==> config.mk <==
export PLATFORM = sky130hd
export DESIGN_NAME = smrs_bank
export DESIGN_NICKNAME = d
export VERILOG_FILES = /design/src/logic/smrs_pkg.sv /design/src/logic/smrs_bank.sv /design/src/logic/smrs_gain_mem.sv
export SDC_FILE = /design/constraint.sdc
export NUM_CORES = 2
export LEC_CHECK = 0
export BUFFER_PORTS_ARGS = -buffer_cell sky130_fd_sc_hd__buf_2
export CAP_MARGIN = 20
export CORE_AREA = 2 2 506 508
export CTS_CLUSTER_DIAMETER = 30
export CTS_CLUSTER_SIZE = 25
export DETAILED_ROUTE_END_ITERATION = 8
export DIE_AREA = 0 0 508 510
export PLACE_DENSITY_LB_ADDON = 0.15
export SYNTH_ARGS = -nofsm -noshare
export SYNTH_HDL_FRONTEND = slang
export SYNTH_SLANG_ARGS = --single-unit
==> constraint.sdc <==
create_clock -name clk -period 6.7 [get_ports clk]
set_input_delay 0.335 -clock clk [delete_from_list [all_inputs] [get_ports clk]]
set_output_delay 0.335 -clock clk [all_outputs]
set_load 0.005 [all_outputs]
==> src/logic/smrs_pkg.sv <==
package smrs_pkg;

    // ==========================================================
    // characters of the command stream
    localparam logic [7:0] CH_CR    = 8'h0D;
    localparam logic [7:0] CH_LF    = 8'h0A;
    localparam logic [7:0] CH_EQ    = 8'h3D;
    localparam logic [7:0] CH_QM    = 8'h3F;
    localparam logic [7:0] CH_MINUS = 8'h2D;

    // ==========================================================
    // parameter names, ascii, right aligned
    localparam logic [39:0] NM_BLUE_GAIN = 40'h53_5150_4742;
    localparam logic [39:0] NM_SEL       = 40'h00_4353_5149;
    localparam logic [39:0] NM_CUR       = 40'h53_5149_4458;
    localparam logic [39:0] NM_CLEAR     = 40'h53_5152_5354;
    localparam logic [39:0] NM_TABLE     = 40'h53_514C_5554;
    localparam logic [39:0] NM_WIDTH     = 40'h00_534D_5257;
    localparam logic [39:0] NM_HEIGHT    = 40'h00_534D_5248;
    localparam logic [39:0] NM_HOFF      = 40'h53_4D52_4F58;
    localparam logic [39:0] NM_VOFF      = 40'h53_4D52_4F59;
    localparam logic [39:0] NM_ROW       = 40'h53_4D52_4F48;
    localparam logic [39:0] NM_COL       = 40'h53_4D52_4F56;
    localparam int          NAME_MAX     = 5;

    // ==========================================================
    // ranges and defaults
    localparam logic signed [18:0] GAIN_MIN   = -19'sh0_11B5;
    localparam logic signed [18:0] GAIN_MAX   = 19'sh0_4531;
    localparam logic [7:0]  SEQ_FIRST   = 8'h01;
    localparam logic [7:0]  SEQ_LAST    = 8'h80;
    localparam logic [7:0]  SEQ_DEFAULT = 8'h00;
    localparam logic [10:0] WIDTH_MIN   = 11'h010;
    localparam logic [10:0] WIDTH_MAX   = 11'h790;
    localparam logic [10:0] HEIGHT_MIN  = 11'h002;
    localparam logic [10:0] HEIGHT_MAX  = 11'h4C0;
    localparam logic [10:0] HOFF_MAX    = 11'h780;
    localparam logic [10:0] VOFF_MAX    = 11'h4BE;
    localparam logic [10:0] WIDTH_DEF   = 11'h790;
    localparam logic [10:0] HEIGHT_DEF  = 11'h4C0;
    localparam logic [10:0] OFF_DEF     = 11'h000;
    localparam logic        TABLE_GAMMA = 1'b0;
    localparam logic        TABLE_USER  = 1'b1;
    localparam int          ROI_COUNT   = 4;
    localparam int          GAIN_DEPTH  = 128;

    // ==========================================================
    // types
    typedef enum logic [3:0] {
        K_NONE, K_BLUE, K_SEL, K_CUR, K_CLEAR, K_TABLE,
        K_WIDTH, K_HEIGHT, K_HOFF, K_VOFF, K_ROW, K_COL
    } smrs_kind_t;

    typedef struct packed {
        logic [10:0] width;
        logic [10:0] height;
        logic [10:0] hoffset;
        logic [10:0] voffset;
    } smrs_roi_t;

    typedef struct packed {
        logic               ok;
        logic signed [15:0] value;
    } smrs_rsp_t;

endpackage : smrs_pkg

==> src/logic/smrs_bank.sv <==
// How it works
// - a signed blue gain per sequence index 1..128 is kept, limited to -4533..17713, zero by default, color build only.
// - a set is name, equals, value, CR LF and a query is name, question mark, CR LF.
// - the command sequence index is read-write, 1..128, and picks the entry run in command sequence mode.
// - the current command sequence index is read-only: queries answer it, sets are refused.
// - writing 0 to the write-only sequence reset returns both current indices to 1.
// - the sequence table select holds 0 for gamma or 1 for user table, gamma by default.
// - the table select only acts while the per-sequence table enable is true.
// - four roi widths, 16..1936, default 1936.
// - four roi heights, 2..1216, default 1216.
// - four roi horizontal offsets, 0..1920, default 0.
// - four roi vertical offsets, 0..1214, default 0.
// - four row enables, off by default.
// - four column enables, off by default.
module smrs_bank #(
    parameter bit COLOR_MODEL = 1'b1
) (
    input  wire logic                 clk,
    input  wire logic                 arst_n,
    input  wire logic                 rx_valid,
    input  wire logic [7:0]           rx_data,
    output logic                      rx_ready,
    output logic                      rsp_valid,
    output smrs_pkg::smrs_rsp_t       rsp,
    input  wire logic                 trig_seq_step,
    input  wire logic                 cmd_seq_step,
    input  wire logic                 seq_lut_enable,
    output logic [7:0]                cmd_seq_select,
    output logic [7:0]                cmd_seq_current,
    output logic [7:0]                trig_seq_current,
    output logic                      seq_table_select,
    output logic                      use_user_table,
    output logic signed [15:0]        active_blue_gain,
    output smrs_pkg::smrs_roi_t [3:0] roi_cfg,
    output logic [3:0]                roi_row_enable,
    output logic [3:0]                roi_col_enable
);

    // ==========================================================
    // decoding helpers
    function automatic smrs_pkg::smrs_kind_t kind_of(input logic [39:0] nm);
        unique case (nm)
            smrs_pkg::NM_BLUE_GAIN: kind_of = smrs_pkg::K_BLUE;
            smrs_pkg::NM_SEL:       kind_of = smrs_pkg::K_SEL;
            smrs_pkg::NM_CUR:       kind_of = smrs_pkg::K_CUR;
            smrs_pkg::NM_CLEAR:     kind_of = smrs_pkg::K_CLEAR;
            smrs_pkg::NM_TABLE:     kind_of = smrs_pkg::K_TABLE;
            smrs_pkg::NM_WIDTH:     kind_of = smrs_pkg::K_WIDTH;
            smrs_pkg::NM_HEIGHT:    kind_of = smrs_pkg::K_HEIGHT;
            smrs_pkg::NM_HOFF:      kind_of = smrs_pkg::K_HOFF;
            smrs_pkg::NM_VOFF:      kind_of = smrs_pkg::K_VOFF;
            smrs_pkg::NM_ROW:       kind_of = smrs_pkg::K_ROW;
            smrs_pkg::NM_COL:       kind_of = smrs_pkg::K_COL;
            default:                kind_of = smrs_pkg::K_NONE;
        endcase
    endfunction : kind_of

    function automatic logic in_range(input smrs_pkg::smrs_kind_t k, input logic signed [18:0] v);
        logic signed [18:0] lo;
        logic signed [18:0] hi;
        lo = 19'sh0_0000;
        hi = 19'sh0_0001;
        unique case (k)
            smrs_pkg::K_BLUE:   begin lo = smrs_pkg::GAIN_MIN; hi = smrs_pkg::GAIN_MAX; end
            smrs_pkg::K_SEL:    begin lo = 19'(smrs_pkg::SEQ_FIRST); hi = 19'(smrs_pkg::SEQ_LAST); end
            smrs_pkg::K_CLEAR:  hi = 19'sh0_0000;
            smrs_pkg::K_WIDTH:  begin lo = 19'(smrs_pkg::WIDTH_MIN); hi = 19'(smrs_pkg::WIDTH_MAX); end
            smrs_pkg::K_HEIGHT: begin lo = 19'(smrs_pkg::HEIGHT_MIN); hi = 19'(smrs_pkg::HEIGHT_MAX); end
            smrs_pkg::K_HOFF:   hi = 19'(smrs_pkg::HOFF_MAX);
            smrs_pkg::K_VOFF:   hi = 19'(smrs_pkg::VOFF_MAX);
            default:            hi = 19'sh0_0001;
        endcase
        in_range = (v >= lo) && (v <= hi);
    endfunction : in_range

    // ==========================================================
    // parser state
    typedef enum logic [2:0] {S_INIT, S_NAME, S_VAL, S_CR, S_LF, S_SKIP, S_EXEC, S_MEM} smrs_state_t;

    smrs_state_t        state;
    logic [39:0]        name;
    logic [2:0]         name_len;
    logic [7:0]         idx;
    logic               idx_seen;
    logic [16:0]        mag;
    logic               neg;
    logic               dig_seen;
    logic               is_set;
    logic               bad;
    logic [6:0]         init_cnt;

    wire take     = rx_valid && rx_ready;
    wire is_digit = (rx_data >= 8'h30) && (rx_data <= 8'h39);
    wire is_upper = (rx_data >= 8'h41) && (rx_data <= 8'h5A);
    wire [3:0]  digit   = 4'(rx_data - 8'h30);
    wire [11:0] idx_mul = 12'(idx) * 12'h00A + 12'(digit);
    wire [20:0] mag_mul = 21'(mag) * 21'h0_000A + 21'(digit);
    wire [7:0]  next_idx = (idx_mul > 12'h0FF) ? 8'hFF : idx_mul[7:0];
    wire [16:0] next_mag = (mag_mul > 21'h1_FFFF) ? 17'h1_FFFF : mag_mul[16:0];

    assign rx_ready = (state == S_NAME) || (state == S_VAL) || (state == S_CR)
                   || (state == S_LF) || (state == S_SKIP);

    // ==========================================================
    // command check
    wire signed [18:0]    val_pos  = $signed({2'b00, mag});
    wire signed [18:0]    value    = neg ? -val_pos : val_pos;
    wire smrs_pkg::smrs_kind_t kind = kind_of(name);
    wire blue_kind   = (kind == smrs_pkg::K_BLUE);
    wire roi_kind    = (kind >= smrs_pkg::K_WIDTH);
    wire idx_ok      = blue_kind ? (idx >= smrs_pkg::SEQ_FIRST && idx <= smrs_pkg::SEQ_LAST)
                     : roi_kind  ? (idx >= 8'h01 && idx <= 8'(smrs_pkg::ROI_COUNT))
                     : !idx_seen;
    // unknown name, wrong index or a mono build answering a color-only name
    wire name_ok     = (kind != smrs_pkg::K_NONE) && idx_ok && (COLOR_MODEL || !blue_kind);
    wire set_ok      = dig_seen && (kind != smrs_pkg::K_CUR) && in_range(kind, value);
    wire query_ok    = (kind != smrs_pkg::K_CLEAR);
    wire exec_ok     = !bad && name_ok && (is_set ? set_ok : query_ok);
    wire exec        = (state == S_EXEC);
    wire wr          = exec && exec_ok && is_set;
    wire [1:0] ri    = 2'(idx - 8'h01);
    wire [6:0] gi    = 7'(idx - 8'h01);

    // ==========================================================
    // parser
    always_ff @(posedge clk or negedge arst_n) begin
        if (!arst_n) begin
            state    <= S_INIT;
            init_cnt <= 7'h00;
        end else begin
            unique case (state)
                S_INIT: begin
                    init_cnt <= init_cnt + 7'h01;
                    if (init_cnt == 7'h7F) begin
                        state <= S_NAME;
                    end
                end
                S_NAME: if (take) begin
                    if (rx_data == smrs_pkg::CH_EQ)      state <= S_VAL;
                    else if (rx_data == smrs_pkg::CH_QM) state <= S_CR;
                    else if (rx_data == smrs_pkg::CH_LF) state <= S_EXEC;
                    else if (!is_upper && !is_digit)     state <= S_SKIP;
                end
                S_VAL: if (take) begin
                    if (rx_data == smrs_pkg::CH_CR)      state <= S_LF;
                    else if (rx_data == smrs_pkg::CH_LF) state <= S_EXEC;
                    else if (!is_digit && !(rx_data == smrs_pkg::CH_MINUS && !dig_seen && !neg)) state <= S_SKIP;
                end
                S_CR: if (take) begin
                    state <= (rx_data == smrs_pkg::CH_CR) ? S_LF
                           : (rx_data == smrs_pkg::CH_LF) ? S_EXEC : S_SKIP;
                end
                S_LF, S_SKIP: if (take && rx_data == smrs_pkg::CH_LF) begin
                    state <= S_EXEC;
                end else if (take) begin
                    state <= S_SKIP;
                end
                S_EXEC: state <= (!is_set && exec_ok && blue_kind) ? S_MEM : S_NAME;
                S_MEM:  state <= S_NAME;
            endcase
        end
    end

    // malformed framing is remembered and refused at the LF
    always_ff @(posedge clk or negedge arst_n) begin
        if (!arst_n) begin
            name <= '0; name_len <= 3'h0; idx <= 8'h00; idx_seen <= 1'b0;
            mag <= '0; neg <= 1'b0; dig_seen <= 1'b0; is_set <= 1'b0; bad <= 1'b0;
        end else if (state == S_EXEC) begin
            name <= '0; name_len <= 3'h0; idx <= 8'h00; idx_seen <= 1'b0;
            mag <= '0; neg <= 1'b0; dig_seen <= 1'b0; is_set <= 1'b0; bad <= 1'b0;
        end else if (take) begin
            if (state == S_NAME && is_upper) begin
                name     <= {name[31:0], rx_data};
                name_len <= name_len + 3'h1;
                if (idx_seen || name_len == 3'(smrs_pkg::NAME_MAX)) bad <= 1'b1;
            end else if (state == S_NAME && is_digit) begin
                idx      <= next_idx;
                idx_seen <= 1'b1;
            end else if (state == S_NAME && rx_data == smrs_pkg::CH_EQ) begin
                is_set <= 1'b1;
            end else if (state == S_VAL && is_digit) begin
                mag      <= next_mag;
                dig_seen <= 1'b1;
            end else if (state == S_VAL && rx_data == smrs_pkg::CH_MINUS) begin
                neg <= 1'b1;
            end
            if (state == S_NAME && rx_data == smrs_pkg::CH_LF) bad <= 1'b1;
            if (state == S_LF && rx_data != smrs_pkg::CH_LF) bad <= 1'b1;
            if (state == S_SKIP) bad <= 1'b1;
            if (state == S_CR && rx_data != smrs_pkg::CH_CR) bad <= 1'b1;
            if (state == S_VAL && rx_data == smrs_pkg::CH_LF) bad <= 1'b1;
            if (state == S_VAL && !is_digit && rx_data != smrs_pkg::CH_CR
                && !(rx_data == smrs_pkg::CH_MINUS && !dig_seen && !neg)) bad <= 1'b1;
            if (state == S_NAME && !is_upper && !is_digit && rx_data != smrs_pkg::CH_EQ
                && rx_data != smrs_pkg::CH_QM) bad <= 1'b1;
        end
    end

    // ==========================================================
    // blue gain table, swept to zero after reset
    logic [15:0] gain_rd;
    logic [15:0] gain_act;
    wire  [7:0]  act_idx = (cmd_seq_current == 8'h00) ? 8'h01 : cmd_seq_current;

    smrs_gain_mem #(.DEPTH(smrs_pkg::GAIN_DEPTH), .WIDTH(16), .AW(7)) u_gain (
        .clk     (clk),
        .arst_n  (arst_n),
        .we      ((state == S_INIT) || (wr && blue_kind)),
        .waddr   ((state == S_INIT) ? init_cnt : gi),
        .wdata   ((state == S_INIT) ? 16'h0000 : value[15:0]),
        .raddr_a (gi),
        .rdata_a (gain_rd),
        .raddr_b (7'(act_idx - 8'h01)),
        .rdata_b (gain_act)
    );
    assign active_blue_gain = $signed(gain_act);

    // ==========================================================
    // sequence index and table settings
    always_ff @(posedge clk or negedge arst_n) begin
        if (!arst_n) begin
            cmd_seq_select   <= smrs_pkg::SEQ_DEFAULT;
            seq_table_select <= smrs_pkg::TABLE_GAMMA;
        end else if (wr) begin
            if (kind == smrs_pkg::K_SEL)   cmd_seq_select   <= value[7:0];
            if (kind == smrs_pkg::K_TABLE) seq_table_select <= value[0];
        end
    end

    // the sequence reset wins over a step landing in the same cycle
    wire seq_clear = wr && (kind == smrs_pkg::K_CLEAR);
    always_ff @(posedge clk or negedge arst_n) begin
        if (!arst_n) begin
            cmd_seq_current  <= smrs_pkg::SEQ_DEFAULT;
            trig_seq_current <= smrs_pkg::SEQ_DEFAULT;
        end else if (seq_clear) begin
            cmd_seq_current  <= smrs_pkg::SEQ_FIRST;
            trig_seq_current <= smrs_pkg::SEQ_FIRST;
        end else begin
            if (cmd_seq_step) cmd_seq_current <= cmd_seq_select;
            if (trig_seq_step) begin
                trig_seq_current <= (trig_seq_current >= smrs_pkg::SEQ_LAST) ? smrs_pkg::SEQ_FIRST
                                  : trig_seq_current + 8'h01;
            end
        end
    end

    assign use_user_table = seq_lut_enable && (seq_table_select == smrs_pkg::TABLE_USER);

    // ==========================================================
    // roi entries
    for (genvar g = 0; g < smrs_pkg::ROI_COUNT; g++) begin : g_roi
        wire hit = wr && (ri == 2'(g));
        always_ff @(posedge clk or negedge arst_n) begin
            if (!arst_n) begin
                roi_cfg[g].width   <= smrs_pkg::WIDTH_DEF;
                roi_cfg[g].height  <= smrs_pkg::HEIGHT_DEF;
                roi_cfg[g].hoffset <= smrs_pkg::OFF_DEF;
                roi_cfg[g].voffset <= smrs_pkg::OFF_DEF;
                roi_row_enable[g]  <= 1'b0;
                roi_col_enable[g]  <= 1'b0;
            end else if (hit) begin
                if (kind == smrs_pkg::K_WIDTH)  roi_cfg[g].width   <= value[10:0];
                if (kind == smrs_pkg::K_HEIGHT) roi_cfg[g].height  <= value[10:0];
                if (kind == smrs_pkg::K_HOFF)   roi_cfg[g].hoffset <= value[10:0];
                if (kind == smrs_pkg::K_VOFF)   roi_cfg[g].voffset <= value[10:0];
                if (kind == smrs_pkg::K_ROW)    roi_row_enable[g]  <= value[0];
                if (kind == smrs_pkg::K_COL)    roi_col_enable[g]  <= value[0];
            end
        end
    end

    // ==========================================================
    // answers
    logic [15:0] query_val;
    always_comb begin
        query_val = 16'h0000;
        unique case (kind)
            smrs_pkg::K_SEL:    query_val = 16'(cmd_seq_select);
            smrs_pkg::K_CUR:    query_val = 16'(cmd_seq_current);
            smrs_pkg::K_TABLE:  query_val = 16'(seq_table_select);
            smrs_pkg::K_WIDTH:  query_val = 16'(roi_cfg[ri].width);
            smrs_pkg::K_HEIGHT: query_val = 16'(roi_cfg[ri].height);
            smrs_pkg::K_HOFF:   query_val = 16'(roi_cfg[ri].hoffset);
            smrs_pkg::K_VOFF:   query_val = 16'(roi_cfg[ri].voffset);
            smrs_pkg::K_ROW:    query_val = 16'(roi_row_enable[ri]);
            smrs_pkg::K_COL:    query_val = 16'(roi_col_enable[ri]);
            default:            query_val = 16'h0000;
        endcase
    end

    // gain queries wait one cycle for the table's registered read
    always_ff @(posedge clk or negedge arst_n) begin
        if (!arst_n) begin
            rsp_valid <= 1'b0;
            rsp       <= '0;
        end else begin
            rsp_valid <= 1'b0;
            if (exec && !(!is_set && exec_ok && blue_kind)) begin
                rsp_valid <= 1'b1;
                rsp.ok    <= exec_ok;
                rsp.value <= (exec_ok && !is_set) ? $signed(query_val) : 16'sh0000;
            end else if (state == S_MEM) begin
                rsp_valid <= 1'b1;
                rsp.ok    <= 1'b1;
                rsp.value <= $signed(gain_rd);
            end
        end
    end

    // ==========================================================
    // checks
    a_line_answered: assert property (@(posedge clk) disable iff (!arst_n)
        (take && rx_data == smrs_pkg::CH_LF) |-> ##[2:3] rsp_valid)
        else $error("line end without an answer");
    a_clear_index: assert property (@(posedge clk) disable iff (!arst_n)
        seq_clear |=> (cmd_seq_current == 8'h01) && (trig_seq_current == 8'h01))
        else $error("sequence reset did not return indices to one");
    a_current_ro: assert property (@(posedge clk) disable iff (!arst_n)
        (exec && is_set && kind == smrs_pkg::K_CUR) |=> rsp_valid && !rsp.ok)
        else $error("set of read-only index accepted");
    a_range_keep: assert property (@(posedge clk) disable iff (!arst_n)
        (exec && is_set && !exec_ok) |=> $stable(roi_cfg) && $stable(cmd_seq_select))
        else $error("refused set changed a setting");
    a_table_gate: assert property (@(posedge clk) disable iff (!arst_n)
        use_user_table |-> seq_lut_enable && seq_table_select)
        else $error("table select acted without enable");
    a_mono_gain: assert property (@(posedge clk) disable iff (!arst_n)
        (exec && blue_kind && !COLOR_MODEL) |=> rsp_valid && !rsp.ok)
        else $error("mono build accepted a gain command");
    a_select_range: assert property (@(posedge clk) disable iff (!arst_n)
        cmd_seq_select <= smrs_pkg::SEQ_LAST)
        else $error("sequence select out of range");
    a_width_range: assert property (@(posedge clk) disable iff (!arst_n)
        roi_cfg[0].width >= smrs_pkg::WIDTH_MIN && roi_cfg[0].width <= smrs_pkg::WIDTH_MAX)
        else $error("roi width out of range");
    a_height_range: assert property (@(posedge clk) disable iff (!arst_n)
        roi_cfg[1].height >= smrs_pkg::HEIGHT_MIN && roi_cfg[1].height <= smrs_pkg::HEIGHT_MAX)
        else $error("roi height out of range");

    c_gain_query: cover property (@(posedge clk) disable iff (!arst_n) state == S_MEM);
    c_clear:      cover property (@(posedge clk) disable iff (!arst_n) seq_clear);
    c_refused:    cover property (@(posedge clk) disable iff (!arst_n) rsp_valid && !rsp.ok);

endmodule : smrs_bank

==> src/logic/smrs_gain_mem.sv <==
module smrs_gain_mem #(
    parameter int DEPTH = 128,
    parameter int WIDTH = 16,
    parameter int AW    = 7
) (
    input  wire logic             clk,
    input  wire logic             arst_n,
    input  wire logic             we,
    input  wire logic [AW-1:0]    waddr,
    input  wire logic [WIDTH-1:0] wdata,
    input  wire logic [AW-1:0]    raddr_a,
    output logic      [WIDTH-1:0] rdata_a,
    input  wire logic [AW-1:0]    raddr_b,
    output logic      [WIDTH-1:0] rdata_b
);

    // ==========================================================
    // storage, no reset: the owner sweeps it clear after reset
    logic [WIDTH-1:0] mem [DEPTH];

    always_ff @(posedge clk) begin
        if (we) begin
            mem[waddr] <= wdata;
        end
    end

    always_ff @(posedge clk or negedge arst_n) begin
        if (!arst_n) begin
            rdata_a <= '0;
            rdata_b <= '0;
        end else begin
            rdata_a <= mem[raddr_a];
            rdata_b <= mem[raddr_b];
        end
    end

endmodule : smrs_gain_mem

==> run_results.csv <==
group,metric,value,unit
global_routing,grt_pass1_wl,559900,um
global_routing,antenna_found_initial,35,
synthesis,synth_enable_flop_cells,2048,
cells_and_area,post_route_cells_drive_above_1_share,42.13,%
clock_network,cts_root_buffer,"sky130_fd_sc_hd__clkbuf_16",
cells_and_area,mostFrequentLayoutCell,"sky130_fd_sc_hd__edfxtp_1",
pwr,power.density,404.1,nW/um^2
floorplan,rows,185,
worst_setup_path,required_time_of_the_critical_path,7.38,ns
sta,final.min_clock_period,6.408,ns
worst_setup_path,timing.reg2reg.setup_slack,0.29,ns
worst_setup_path,crit_arrival,7.09,ns
floorplan,die_height,510,um
worst_setup_path,worstPathBufferInverterCount,3,
sta,worst_max_slew_pin_slew,1.209,ns
floorplan,start_util,44.90,%
worst_setup_path,cpLargestDelayFamily,"simple AND/OR/NAND/NOR gates",
global_routing,global_route.usage.total,30.89,%
worst_setup_path,critPathLaunch,"name[31]",
sta,clock-skew-final,0.05744,ns
worst_setup_path,worst-setup-path-type,"reg2reg",
worst_setup_path,endpoint_kind,"register",
cells_and_area,final_cells,10776,
detailed_routing,postRouteAntennaNets,0,
clock_network,number_of_buffers_created_by_cts,530,
sta,rsz_0062_raised_after_global_routing,"false",
sta,fin_hold_ws,0.04478,ns
worst_setup_path,slowest_delay,0.62,ns
synthesis,mappedNetlistArea,113800,sq um
clock_network,path_clk_slew,0.05,ns
flow_run,timing.max_cap.violations,0,
clock_network,cts_buffer_depth,4,
sta,drv_slew,0,
worst_setup_path,timing.reg2reg.worst_path_depth,20,
synthesis,post_synth_num_cell_types,88,
floorplan,io-pin-count,259,
global_routing,maximum_number_of_pins_on_one_net_before_global_route_repair,129,
status,status,"complete, no violations",
min_path,hold_path_class,"in2async",
floorplan,total_core_area,253500,sq um
sta,max_freq,156.1,MHz
synthesis,synth.yosys.seq_area_share,61.59,%
cells_and_area,syn2layout_area_growth,23.32,%
pwr,p_leak,0.04843,uW
clock_network,cts.htree.levels,6,
placed_design,numPortBuffers,258,
placed_design,dp.cells,9803,
sta,setup_violations,0,
detailed_routing,first_iter_violations,10046,
detailed_routing,finalWirelength,403300,um
placed_design,detailedPlacementHpwl,271900,um
worst_setup_path,timing.critical_path.cells,"nor4bb_1, nand4_1, or4_1, nor2_1, inv_1, nand4_1, nand3_1, and2_1, ha_1, and4_1, nand2_1, or3_1, a21o_1, o41ai_1, o311a_1, and4b_4, a31oi_4, buf_12, nor3_2, buf_4",
synthesis,syn-num-nets,6368,
worst_setup_path,timing.critical_path.slowest_stage_cell,"sky130_fd_sc_hd__nor4bb_1",
worst_setup_path,reg2reg_to,"u_gain.mem[97][13]",
detailed_routing,post_drt_wl_per_cell,37.42,um
clock_network,clock_sink_count,2390,
detailed_routing,route.detailed.drc,0,
sta,period_share,95.64,%
detailed_routing,vias,71458,
worst_setup_path,timing.rr.start,"name[31]",
sta,timing.slew.headroom,19.41,%
synthesis,async_reset_ff_share,14.31,%
synthesis,synth-main-ff-cell,"sky130_fd_sc_hd__edfxtp_1",
synthesis,ys.warnings.count,0,
detailed_routing,dr.pass1.iters,8,
cells_and_area,leading_cell_types_in_the_layout_fill_and_taps_excluded,"2048 x sky130_fd_sc_hd__edfxtp_1, 1230 x sky130_fd_sc_hd__mux4_2, 537 x sky130_fd_sc_hd__clkbuf_16",
clock_network,clock_latency,1.02,ns
synthesis,ys_seq_elements,2390,
synthesis,post_synth.cell_area_avg,18.17,sq um
cells_and_area,net_total_in_the_final_layout,7086,
floorplan,overall_die_area,259100,sq um
detailed_routing,vias_per_cell,6.631,
synthesis,post_synth_inst_count,6263,
worst_setup_path,path_max_fanout,44,
pwr,power.ir.vdd_worst,0.3400,mV
clock_network,cts_tree,"yes",
global_routing,via_count_of_the_first_global_routing_pass,70741,
sta,timing.final.hold_violations,0,
worst_setup_path,worst_setup_path_start_kind,"register",
floorplan,die_width,508,um
placed_design,gp_congestion,1.035,
worst_setup_path,critical_path_s_most_frequent_cell,"sky130_fd_sc_hd__nand4_1",
global_routing,gr-total-overflow,0,
-- state kept, by name, summed over array words and instances, names as in the netlist, 4 cells and up --
register	cells
u_gain.mem	2048
roi_cfg	176
name	40
mag	17
rsp	17
u_gain.rdata_a	16
u_gain.rdata_b	16
cmd_seq_current	8
cmd_seq_select	8
idx	8
trig_seq_current	8
init_cnt	7
roi_col_enable	4
roi_row_enable	4
-- per-stage QoR --
step / area, sq um / worst slack [ns] / total power, uW / utilization [%] / setup TNS (ns)
after floorplan: 113800 / -0.02297 / 24670 / - / -15.71
after global placement: 122200 / 0.4581 / 30680 / 48.22 / 0
after detailed placement: 122200 / 0.3989 / 30720 / 48.22 / 0
after CTS: 140300 / 0.3721 / 56670 / 55.34 / 0
after global routing: 140300 / 0.004903 / 57960 / 55.36 / 0
final: 140300 / 0.2918 / 56720 / 55.37 / 0
-- layer usage --
| metal | part of all wire (%) | global-route usage, % | vias to the layer above |
|---|---|---|---|
| met4 | 5.0 | 13.85 | 14 |
| met3 | 12 | 10.05 | 725 |
| met1 | 38 | 41.40 | 38154 |
| met2 | 45 | 46.22 | 4667 |
| met5 | 0.021 | 0 | - |
| li1 | - | - | 27898 |
-- report_power, final --
part	switching, uW	internal (uW)
Combinational	8460	4850
Clock	8580	17400
Sequential	266	17100
Total	17300	39400
-- worst max-delay path by stage --
stage,endpoint,cells past startpoint
finish,u_gain.mem[97][13],20
global route,u_gain.mem[72][11],21
CTS,u_gain.mem[52][5],20
detailed placement,u_gain.mem[76][7],20
global placement,u_gain.mem[4][15],20
floorplan,u_gain.mem[116][0],17
-- cell families after synthesis --
kind of cell	share of synthesized area [%]
and+or+nand+nor	4.989
AOI/OAI and AO/OA	2.598
adders and majority gates	1.027
DFF	61.59
buffers and inverters	1.846
muxes	27.50
xor gates and xnor gates	0.4464
-- cell type report --
| cell class | instances | area, sq um |
|---|---|---|
| fill | 19425 | 113100 |
| multi-input combinational | 3350 | 42500 |
| sequential | 2390 | 70100 |
| antenna | 6 | 15.01 |
| inverter | 51 | 191.4 |
| tap | 3366 | 4212 |
| clock inverter | 344 | 4026 |
| clock buffer | 611 | 13910 |
| timing repair buffer | 658 | 5384 |
-- timing repair --
item	4_1_cts	5_1_grt
endpoints found under the hold margin	157	0
buffers inserted	0	0
endpoints found under the setup margin	0	285
gates resized for setup	0	1
hold buffers	10	0
-- synthesized netlist by cell type, drive strengths merged (77+ instances only) --
| master | n | area share, % |
|---|---|---|
| dfrtp | 310 | 6.8 |
| ha | 87 | 0.96 |
| edfxtp | 2048 | 54 |
| a31oi | 77 | 0.44 |
| nand3 | 175 | 0.80 |
| nor2 | 179 | 0.59 |
| clkbuf | 324 | 1.1 |
| buf | 148 | 0.61 |
| mux2 | 213 | 2.1 |
| mux2i | 119 | 1.0 |
| nor3 | 95 | 0.42 |
| o21ai | 90 | 0.40 |
| mux4 | 1230 | 24 |
| nand2 | 522 | 1.7 |
Note: power is estimated with default switching activity, not from simulation.
